--- src/verilog/pwr_seq_pkg.sv ---
// Purpose: shared constants and types for the module power/reset sequencer
// Assumes: single 40 MHz clock, synchronous active-low reset
// Notes: register map and timing figures live here only
`default_nettype none

package pwr_seq_pkg;

    ////////////////////////////////////////////////////////////////////////////
    // clock and timing
    localparam int unsigned CLK_HZ = 40_000_000;
    localparam int unsigned CYC_PER_MS = CLK_HZ / 1000;
    localparam int unsigned CYC_PER_US = CLK_HZ / 1_000_000;
    localparam int unsigned LAMP_FAST_MS = 100;
    localparam int unsigned LAMP_MED_MS = 500;
    localparam int unsigned LAMP_SLOW_MS = 1000;
    localparam int unsigned CORE_TIMEOUT_MS = 50;
    localparam int unsigned AUX_SETTLE_US = 100;
    localparam int CNT_W = 32;

    function automatic int unsigned ms_to_cycles(input int unsigned ms);
        return CYC_PER_MS * ms;
    endfunction

    function automatic int unsigned us_to_cycles(input int unsigned us);
        return CYC_PER_US * us;
    endfunction

    localparam int unsigned AUX_SETTLE_CYC = us_to_cycles(AUX_SETTLE_US);

    ////////////////////////////////////////////////////////////////////////////
    // register bus
    localparam int ADDR_W = 4;
    localparam int DATA_W = 32;
    localparam logic [ADDR_W-1:0] REG_CTRL = 4'h0;
    localparam logic [ADDR_W-1:0] REG_STATUS = 4'h4;
    localparam logic [ADDR_W-1:0] REG_IRQ_STAT = 4'h8;
    localparam logic [ADDR_W-1:0] REG_IRQ_MASK = 4'hc;
    localparam int CTRL_HOLD_BIT = 0;
    localparam logic CTRL_HOLD_RESET = 1'h0;

    // status register layout
    localparam int ST_STATE_LSB = 0;
    localparam int ST_EXT_RST_BIT = 4;
    localparam int ST_CORE_EN_BIT = 5;
    localparam int ST_CORE_OK_BIT = 6;
    localparam int ST_XCVR_READY_BIT = 7;
    localparam int ST_DONE_BIT = 8;
    localparam int ST_PROG_SEL_BIT = 9;
    localparam int ST_MODULE_POWER_GOOD_BIT = 10;

    // interrupt layout, shared by status and mask
    localparam int IRQ_W = 4;
    localparam int IRQ_MODULE_POWER_GOOD_BIT = 0;
    localparam int IRQ_FAULT_BIT = 1;
    localparam int IRQ_EXT_RST_BIT = 2;
    localparam int IRQ_DONE_BIT = 3;
    localparam logic [IRQ_W-1:0] IRQ_MASK_RESET = 4'h0;

    ////////////////////////////////////////////////////////////////////////////
    // pin synchroniser lanes
    localparam int PIN_W = 8;
    localparam int PIN_EXT_RST_N = 0;
    localparam int PIN_CORE_EN = 1;
    localparam int PIN_CORE_OK = 2;
    localparam int PIN_XCVR_EN = 3;
    localparam int PIN_XCVR_CORE_OK = 4;
    localparam int PIN_XCVR_TERM_OK = 5;
    localparam int PIN_DONE = 6;
    localparam int PIN_PROG_SEL = 7;
    localparam logic [PIN_W-1:0] PIN_SYNC_RESET = 8'h00;

    typedef enum logic [2:0] {
        SEQ_IDLE = 3'h0,
        SEQ_CORE = 3'h1,
        SEQ_AUX = 3'h2,
        SEQ_RUN = 3'h3,
        SEQ_FAULT = 3'h4
    } seq_state_e;

    typedef enum logic [1:0] {
        LAMP_STEADY = 2'h0,
        LAMP_FAST = 2'h1,
        LAMP_MED = 2'h2,
        LAMP_SLOW = 2'h3
    } lamp_pattern_e;

endpackage

`default_nettype wire

--- src/verilog/lamp_if.sv ---
// Purpose: carries the lamp pattern request and the lamp level
// Assumes: both ends on i_clk_sys
// Notes: no clocking block; plain wires between modules
`default_nettype none

interface lamp_if;
    import pwr_seq_pkg::*;
    lamp_pattern_e pattern;
    logic lamp;
    modport ctl (output pattern, input lamp);
    modport blink (input pattern, output lamp);
endinterface

`default_nettype wire

--- src/verilog/lamp_blinker.sv ---
// Purpose: turns a lamp pattern into a steady or blinking lamp level
// Assumes: pattern comes from a register on the same clock
// Notes: a pattern change restarts the phase with the lamp lit
`default_nettype none

module lamp_blinker #(
    parameter int unsigned FAST_HALF_CYC = pwr_seq_pkg::ms_to_cycles(pwr_seq_pkg::LAMP_FAST_MS),
    parameter int unsigned MED_HALF_CYC = pwr_seq_pkg::ms_to_cycles(pwr_seq_pkg::LAMP_MED_MS),
    parameter int unsigned SLOW_HALF_CYC = pwr_seq_pkg::ms_to_cycles(pwr_seq_pkg::LAMP_SLOW_MS)
) (
    input wire logic i_clk_sys, // system clock
    input wire logic i_resetn,  // sync reset, active low
    lamp_if.blink lp            // pattern in, lamp out
);
    import pwr_seq_pkg::*;

    typedef struct packed {
        lamp_pattern_e pat_prev;
        logic [CNT_W-1:0] cnt;
        logic lamp;
    } blink_s;

    blink_s q;
    blink_s next_q;

    function automatic logic [CNT_W-1:0] half_last(input lamp_pattern_e p);
        unique case (p)
            LAMP_FAST: half_last = CNT_W'(FAST_HALF_CYC - 1);
            LAMP_MED: half_last = CNT_W'(MED_HALF_CYC - 1);
            LAMP_SLOW: half_last = CNT_W'(SLOW_HALF_CYC - 1);
            LAMP_STEADY: half_last = '0;
        endcase
    endfunction

    always_comb begin
        next_q = q;
        next_q.pat_prev = lp.pattern;
        if (lp.pattern == LAMP_STEADY) begin
            next_q.cnt = '0;
            next_q.lamp = 1'b1;
        end else if (lp.pattern != q.pat_prev) begin
            next_q.cnt = '0;
            next_q.lamp = 1'b1;
        end else if (q.cnt >= half_last(lp.pattern)) begin
            next_q.cnt = '0;
            next_q.lamp = ~q.lamp;
        end else begin
            next_q.cnt = q.cnt + 1'b1;
        end
    end

    always_ff @(posedge i_clk_sys) begin
        if (!i_resetn) begin
            q <= '{pat_prev: LAMP_STEADY, cnt: '0, lamp: 1'b1};
        end else begin
            q <= next_q;
        end
    end

    assign lp.lamp = q.lamp;
endmodule

`default_nettype wire

--- src/verilog/module_power_reset_sequencer.sv ---
// Purpose: power-up and configuration-reset sequencer of the module controller
// Assumes: supply-ok, enable and reset pins are asynchronous; bus is on i_clk_sys
// Notes: lamp timing counts are top parameters so simulation can shorten them
//
// How it works
// hold program line until supplies sequenced
// external reset low reasserts program line
// no sequence start while core enable low
// switch aux rail only after core stable
// power good only when all supplies stable
// carrier keeps I/Os tri-stated until power good
// FPGA drives transceiver supply enable before use
// transceivers ready only with both supply oks
// program select high for reprogramming only
// status lamp flashes to show board state
// steady, 0.1s, 0.5s, 1s lamp patterns
// supply drop drops power good, reasserts reset
//
// Local design decisions: the address map and the plain strobed port.
`default_nettype none

module module_power_reset_sequencer #(
    parameter int unsigned CORE_TIMEOUT_CYC =
        pwr_seq_pkg::ms_to_cycles(pwr_seq_pkg::CORE_TIMEOUT_MS),
    parameter int unsigned FAST_HALF_CYC = pwr_seq_pkg::ms_to_cycles(pwr_seq_pkg::LAMP_FAST_MS),
    parameter int unsigned MED_HALF_CYC = pwr_seq_pkg::ms_to_cycles(pwr_seq_pkg::LAMP_MED_MS),
    parameter int unsigned SLOW_HALF_CYC = pwr_seq_pkg::ms_to_cycles(pwr_seq_pkg::LAMP_SLOW_MS)
) (
    input wire logic i_clk_sys,                            // 40 MHz clock
    input wire logic i_resetn,                             // sync reset, active low
    input wire logic i_external_reset_in_n,                // pin, active low
    input wire logic i_core_supply_enable,                 // pin, start sequence
    input wire logic i_core_supply_ok,                     // pin, core rail stable
    input wire logic i_xcvr_supply_enable,                 // pin, from FPGA logic
    input wire logic i_xcvr_core_supply_ok,                // pin, xcvr core ok
    input wire logic i_xcvr_term_supply_ok,                // pin, xcvr term ok
    input wire logic i_config_done,                        // pin, FPGA configured
    input wire logic i_controller_program_select,          // pin, reprogram mode
    input wire logic [pwr_seq_pkg::ADDR_W-1:0] i_addr,     // register address
    input wire logic [pwr_seq_pkg::DATA_W-1:0] i_wr_data,  // write data
    input wire logic i_wr,                                 // write strobe
    input wire logic i_rd,                                 // read strobe
    output logic [pwr_seq_pkg::DATA_W-1:0] o_rd_data,      // read data, next cycle
    output logic o_core_regulator_enable,                  // core regulators on
    output logic o_aux_rail_switch,                        // aux rail to internal rail
    output logic o_config_program_line_n,                  // low holds FPGA in reset
    output logic o_module_power_good,                      // to carrier board
    output logic o_xcvr_ready,                             // transceivers usable
    output logic o_status_lamp,                            // status lamp drive
    output logic o_irq                                     // level interrupt
);
    import pwr_seq_pkg::*;

    ////////////////////////////////////////////////////////////////////////////
    // state
    typedef struct packed {
        logic [PIN_W-1:0] sync1;
        logic [PIN_W-1:0] sync2;
        seq_state_e state;
        logic [CNT_W-1:0] cnt;
        logic core_reg_en;
        logic aux_switch;
        logic module_power_good;
        logic prog_n;
        logic xcvr_ready;
        logic done_prev;
        logic ext_prev;
        lamp_pattern_e lamp_pat;
        logic ctrl_hold;
        logic [IRQ_W-1:0] irq_stat;
        logic [IRQ_W-1:0] irq_mask;
        logic irq;
        logic [DATA_W-1:0] rd_data;
    } seq_s;

    seq_s q;
    seq_s next_q;

    lamp_if lp ();

    logic ext_ok;
    logic core_en;
    logic core_ok;
    logic xcvr_ok;
    logic done;

    // only the second synchroniser stage is looked at
    assign ext_ok = q.sync2[PIN_EXT_RST_N];
    assign core_en = q.sync2[PIN_CORE_EN];
    assign core_ok = q.sync2[PIN_CORE_OK];
    assign xcvr_ok = q.sync2[PIN_XCVR_EN] & q.sync2[PIN_XCVR_CORE_OK]
                   & q.sync2[PIN_XCVR_TERM_OK];
    assign done = q.sync2[PIN_DONE];

    function automatic logic [DATA_W-1:0] status_word(input seq_s s);
        logic [DATA_W-1:0] w;
        w = '0;
        w[ST_STATE_LSB +: 3] = s.state;
        w[ST_EXT_RST_BIT] = s.sync2[PIN_EXT_RST_N];
        w[ST_CORE_EN_BIT] = s.sync2[PIN_CORE_EN];
        w[ST_CORE_OK_BIT] = s.sync2[PIN_CORE_OK];
        w[ST_XCVR_READY_BIT] = s.xcvr_ready;
        w[ST_DONE_BIT] = s.sync2[PIN_DONE];
        w[ST_PROG_SEL_BIT] = s.sync2[PIN_PROG_SEL];
        w[ST_MODULE_POWER_GOOD_BIT] = s.module_power_good;
        return w;
    endfunction

    always_comb begin
        logic [IRQ_W-1:0] events;
        logic [IRQ_W-1:0] clr;
        next_q = q;
        events = '0;
        clr = '0;
        next_q.sync1 = {i_controller_program_select, i_config_done, i_xcvr_term_supply_ok,
                        i_xcvr_core_supply_ok, i_xcvr_supply_enable, i_core_supply_ok,
                        i_core_supply_enable, i_external_reset_in_n};
        next_q.sync2 = q.sync1;

        ////////////////////////////////////////////////////////////////////////
        // sequence
        unique case (q.state)
            SEQ_IDLE: begin
                if (core_en) begin
                    next_q.state = SEQ_CORE;
                    next_q.cnt = '0;
                end
            end
            SEQ_CORE: begin
                if (core_ok) begin
                    next_q.state = SEQ_AUX;
                    next_q.cnt = '0;
                end else if (q.cnt >= CNT_W'(CORE_TIMEOUT_CYC - 1)) begin
                    next_q.state = SEQ_FAULT;
                end else begin
                    next_q.cnt = q.cnt + 1'b1;
                end
            end
            SEQ_AUX: begin
                // let the aux rail settle before declaring power good
                if (!core_ok) begin
                    next_q.state = SEQ_FAULT;
                end else if (q.cnt >= CNT_W'(AUX_SETTLE_CYC - 1)) begin
                    next_q.state = SEQ_RUN;
                end else begin
                    next_q.cnt = q.cnt + 1'b1;
                end
            end
            SEQ_RUN: begin
                if (!core_ok) begin
                    next_q.state = SEQ_FAULT;
                end
            end
            SEQ_FAULT: begin
                // recovery re-runs the aux settle, never jumps straight to run
                if (core_ok) begin
                    next_q.state = SEQ_AUX;
                    next_q.cnt = '0;
                end
            end
            default: begin
                next_q.state = SEQ_IDLE;
            end
        endcase
        if (!core_en) begin
            next_q.state = SEQ_IDLE;
            next_q.cnt = '0;
        end

        next_q.core_reg_en = (next_q.state != SEQ_IDLE);
        next_q.aux_switch = (next_q.state == SEQ_AUX) || (next_q.state == SEQ_RUN);
        next_q.module_power_good = (next_q.state == SEQ_RUN);
        next_q.prog_n = next_q.module_power_good && ext_ok && !q.ctrl_hold;
        next_q.xcvr_ready = xcvr_ok && next_q.module_power_good;

        ////////////////////////////////////////////////////////////////////////
        // lamp pattern
        if (!ext_ok) begin
            next_q.lamp_pat = LAMP_STEADY;
        end else if (!q.module_power_good) begin
            next_q.lamp_pat = LAMP_FAST;
        end else if (!done) begin
            next_q.lamp_pat = LAMP_MED;
        end else begin
            next_q.lamp_pat = LAMP_SLOW;
        end

        ////////////////////////////////////////////////////////////////////////
        // events and register bus
        next_q.done_prev = done;
        next_q.ext_prev = ext_ok;
        events[IRQ_MODULE_POWER_GOOD_BIT] = next_q.module_power_good && !q.module_power_good;
        events[IRQ_FAULT_BIT] = (next_q.state == SEQ_FAULT) && (q.state != SEQ_FAULT);
        events[IRQ_EXT_RST_BIT] = q.ext_prev && !ext_ok;
        events[IRQ_DONE_BIT] = done && !q.done_prev;

        next_q.rd_data = '0;
        if (i_rd) begin
            unique case (i_addr)
                REG_CTRL: next_q.rd_data[CTRL_HOLD_BIT] = q.ctrl_hold;
                REG_STATUS: next_q.rd_data = status_word(q);
                REG_IRQ_STAT: begin
                    next_q.rd_data[IRQ_W-1:0] = q.irq_stat;
                    clr = q.irq_stat;
                end
                REG_IRQ_MASK: next_q.rd_data[IRQ_W-1:0] = q.irq_mask;
                default: next_q.rd_data = '0;
            endcase
        end
        if (i_wr) begin
            unique case (i_addr)
                REG_CTRL: next_q.ctrl_hold = i_wr_data[CTRL_HOLD_BIT];
                REG_IRQ_MASK: next_q.irq_mask = i_wr_data[IRQ_W-1:0];
                default: ;
            endcase
        end
        // a new event in the clearing read's cycle stays set
        next_q.irq_stat = (q.irq_stat & ~clr) | events;
        next_q.irq = |(next_q.irq_stat & next_q.irq_mask);
    end

    always_ff @(posedge i_clk_sys) begin
        if (!i_resetn) begin
            q <= '{sync1: PIN_SYNC_RESET, sync2: PIN_SYNC_RESET, state: SEQ_IDLE, cnt: '0,
                   core_reg_en: 1'b0, aux_switch: 1'b0, module_power_good: 1'b0, prog_n: 1'b0,
                   xcvr_ready: 1'b0, done_prev: 1'b0, ext_prev: 1'b0,
                   lamp_pat: LAMP_STEADY, ctrl_hold: CTRL_HOLD_RESET, irq_stat: '0,
                   irq_mask: IRQ_MASK_RESET, irq: 1'b0, rd_data: '0};
        end else begin
            q <= next_q;
        end
    end

    ////////////////////////////////////////////////////////////////////////////
    // lamp and outputs
    assign lp.pattern = q.lamp_pat;

    lamp_blinker #(
        .FAST_HALF_CYC(FAST_HALF_CYC),
        .MED_HALF_CYC(MED_HALF_CYC),
        .SLOW_HALF_CYC(SLOW_HALF_CYC)
    ) u_blinker (
        .i_clk_sys(i_clk_sys),
        .i_resetn(i_resetn),
        .lp(lp.blink)
    );

    assign o_rd_data = q.rd_data;
    assign o_core_regulator_enable = q.core_reg_en;
    assign o_aux_rail_switch = q.aux_switch;
    assign o_config_program_line_n = q.prog_n;
    assign o_module_power_good = q.module_power_good;
    assign o_xcvr_ready = q.xcvr_ready;
    assign o_status_lamp = lp.lamp;
    assign o_irq = q.irq;
endmodule

`default_nettype wire

--- config.mk ---
export PLATFORM = sky130hd
export DESIGN_NAME = module_power_reset_sequencer
export DESIGN_NICKNAME = d
export VERILOG_FILES = /design/src/verilog/pwr_seq_pkg.sv /design/src/verilog/lamp_if.sv /design/src/verilog/lamp_blinker.sv /design/src/verilog/module_power_reset_sequencer.sv
export SDC_FILE = /design/constraint.sdc
export NUM_CORES = 1
export LEC_CHECK = 0
export CORE_ASPECT_RATIO = 1.75
export CORE_MARGIN = 2
export CORE_UTILIZATION = 57
export DETAILED_ROUTE_END_ITERATION = 7
export DONT_BUFFER_PORTS = 1
export GPL_TIMING_DRIVEN = 0
export HOLD_SLACK_MARGIN = 0.15
export PLACE_DENSITY = 0.77
export SLEW_MARGIN = 15
export SYNTH_ARGS = -nofsm -noshare
export SYNTH_HDL_FRONTEND = slang
export SYNTH_SLANG_ARGS = --single-unit
--- constraint.sdc ---
create_clock -name i_clk_sys -period 2.3 [get_ports i_clk_sys]
set_input_delay 0.345 -clock i_clk_sys [delete_from_list [all_inputs] [get_ports i_clk_sys]]
set_output_delay 0.345 -clock i_clk_sys [all_outputs]
set_load 0.005 [all_outputs]
==> metrics.md <==
| Metric | Value |
|---|---|
| Status | finished clean |
| Placement row count | 45 |
| Largest net degree at the start of global routing | 17 |
| Synth area leader | dfxtp_1 |
| Clock skew | 7.950 ps |
| CP Cell Sequence | or4_4 > o2111ai_4 > or3_4 > nand3_4 > or4_4 > a21oi_2 |
| Worst Path Required | 2640 ps |
| Final hold vios | 0 |
| Crit path kind | flip-flop to flip-flop |
| EDFF count, synth | 0 |
| Die width | 75.86 um |
| CTS Buf Count | 17 |
| Initial antenna violation count | 0 |
| Antenna-violating nets left | 0 |
| Final setup TNS | 0 ps |
| Reg2Reg Depth | 6 |
| R2R setup slack | 30 ps |
| I/O Pins | 87 |
| Core Region | 0.008727 mm2 |
| Rel. slew slack | 0.4046 |
| Mapped Avg Cell Area | 9.069 um2 |
| Slew @ Worst Pin | 891.2 ps |
| Unrepaired setup endpoints after global routing | yes |
| Crit-path most repeated cell | or4_4 |
| Distinct cells, synth | 59 |
| Register clock-pin slew on the reported worst setup and hold paths | 50 ps |
| Gate Count Post-Synth | 568 |
| Register area share after synthesis | 0.4508 |
| Fmax | 0.4414 GHz |
| Synthesized area | 0.005151 mm2 |
| Slew Viols, Final | 0 |
| WHS | 179.0 ps |
| Endpoints failing setup | 0 |
| Ys async rst share | 0 |
| Delay-heaviest family, CP | simple AND/OR/NAND/NOR gates |
| Reg2reg end | q[66] |
| Hold_sp | i_resetn |
| Post-Route WL | 12200 um |
| Crit path buf inv count | 0 |
| Port buffer count | 0 |
| Hold Path Sink | q[34] |
| Max-cap violations | 0 |
| Hpwl dp | 8362 um |
| First-pass GRT wire length | 19000 um |
| Number of global-route vias before repair | 4200 |
| RR Startpoint | q[64] |
| GRT Total Usage | 0.2578 |
| Initial Utilization | 0.5903 |
| Clk Latency, worst-skew pair | 410 ps |
| Hold Crit Class | primary input to flip-flop |
| Area added between synthesis and finish | 24.29% |
| Clock sinks | 116 |
| Final worst path period share | 0.9851 |
| First-pass iteration count of the detailed router | 5 |
| Via/cell ratio | 5.621 |
| #FFs+latches synth | 116 |
| Die area | 0.009843 mm2 |
| CTS max path bufs | 2 |
| Fin crit period | 2266 ps |
| Wire per inst | 16.05 um |
| Nets | 694 |
| Initial drt markers | 166 |
| TritonCTS clock tree | yes |
| DP Cell Count | 710 |
| Crit-path max FO | 6 |
| Fraction of layout cells with a size suffix above 1 | 0.1866 |
| Fin cells | 760 |
| Peak supply drop | 0.0006017 V |
| Slowest stage delay, CP | 580 ps |
| Crit. End Element | flip-flop |
| Hold depth | 2 |
| H-tree depth | 4 |
| Synth Flop Type | dfxtp_1 |
| Root Buffer | clkbuf_16 |
| Die Height | 129.8 um |
| Global route total overflow | 0 |
| Drt drc | 0 |
| Routability congestion estimate | 0.9390 |
| CP arrival | 2610 ps |
| Synth area leaders | dfxtp_1 (45%), nor2_1 (4.8%), buf_4 (4.7%) |
| Total power | 4.974 mW |
| Ant. Diodes | 0 |
| Pwr/cell area | 776.9 mW/mm2 |
| Via count | 4272 |
| Yosys top cell area share | 0.4508 |
| Crit-path slowest cell | or4_4 |
| Commonest non-fill, non-tap cell in the layout | dfxtp_1 |
| Most frequent cells in the layout | dfxtp_1 (112), nor2_1 (65), buf_4 (46) |
| Synth Warn # | 0 |
| CP startpoint kind | flip-flop |
| Leakage Power | 2.491 nW |
cells by family after synthesis:
| kind of cell | Yosys count | share of synthesized area |
|---|---|---|
| AO/OA/AOI/OAI | 66 | 0.09060 |
| multiplexers | 8 | 0.01822 |
| XOR/XNOR | 32 | 0.05441 |
| AND/OR/NAND/NOR | 259 | 0.2677 |
| buffers and inverters | 70 | 0.07918 |
| flip-flops | 116 | 0.4508 |
| adder cells (fa/ha/maj) | 16 | 0.03838 |
| other | 1 | 0.0007280 |
metal layers:
metal | global-route usage | vias to the layer above | share of wire
li1 | - | 2054 | -
met2 | 0.4833 | 128 | 0.57
met1 | 0.2325 | 2050 | 0.35
met5 | 0 | - | 0
met4 | 0.1393 | 0 | 0.035
met3 | 0.07876 | 40 | 0.047
what timing repair did:
action                     CTS  global route
gates cloned                 0             1
buffers inserted             3             8
setup endpoints to repair   47            44
hold buffers                11             0
hold endpoints to repair    11             0
resized for setup           18            39
pin swaps                    2            13
through the flow:
step | cell area [um2] | setup slack [ps] | util
4_1_cts | 6221 | 6.178 | 0.7128
3_3_place_gp | 5391 | -266.4 | 0.6178
5_1_grt | 6402 | -25.03 | 0.7336
6_report | 6402 | 34.27 | 0.7336
3_5_place_dp | 5391 | -329.1 | 0.6178
2_1_floorplan | 5245 | 124.9 | -
final cells by class:
| class | instances | area (um2) |
|---|---|---|
| Fill cell | 605 | 2325 |
| Buffer | 49 | 339.1 |
| Clock inverter | 9 | 150.1 |
| Sequential cell | 116 | 2330 |
| Inverter | 17 | 63.81 |
| Multi-Input combinational cell | 407 | 2689 |
| Tap cell | 117 | 146.4 |
| Clock buffer | 22 | 484.2 |
| Timing Repair Buffer | 23 | 200.2 |
worst max path at each step:
stage	from	endpoint	slack [ps]	cells past startpoint
after global placement	q[79]	q[65]	-270	7
after floorplan	q[64]	q[61]	120	9
after detailed placement	q[79]	q[65]	-330	7
after global routing	q[64]	q[64]	-30	7
after CTS	lp.pattern[0]	u_blinker.q[25]	6	9
final	q[64]	q[66]	30	6
power by group:
group	switching [mW]	total (mW)	internal, mW
registers	0.0108	2.04	2.03
clock network	0.903	2.82	1.91
logic	0.0532	0.112	0.0586
total	0.967	4.97	4.01
flip-flops by register name, indices dropped and copies added (netlist names), 2 cells and up:
register / cells
q: 50
u_blinker.q: 34
o_rd_data: 11
next_q: 8
lp.pattern: 2
Yosys cell counts (3+ instances only):
master	n
xnor2_1	15
and3_1	10
nand3_1	30
mux2i_1	6
ha_1	15
or4_1	4
and4_1	6
buf_6	3
nor3_1	15
or3_1	9
o21a_1	4
nand4_1	18
a21oi_1	18
a2bb2oi_1	3
xor2_1	17
dfxtp_1	116
o31ai_1	3
inv_1	17
nand2b_1	3
a21o_1	4
nor2b_1	6
nand2_1	35
o21ai_0	11
buf_4	32
nor2_1	66
o211ai_1	4
nor4_1	11
clkbuf_1	15
and2_1	34
Note: power is estimated with default switching activity, not from simulation.
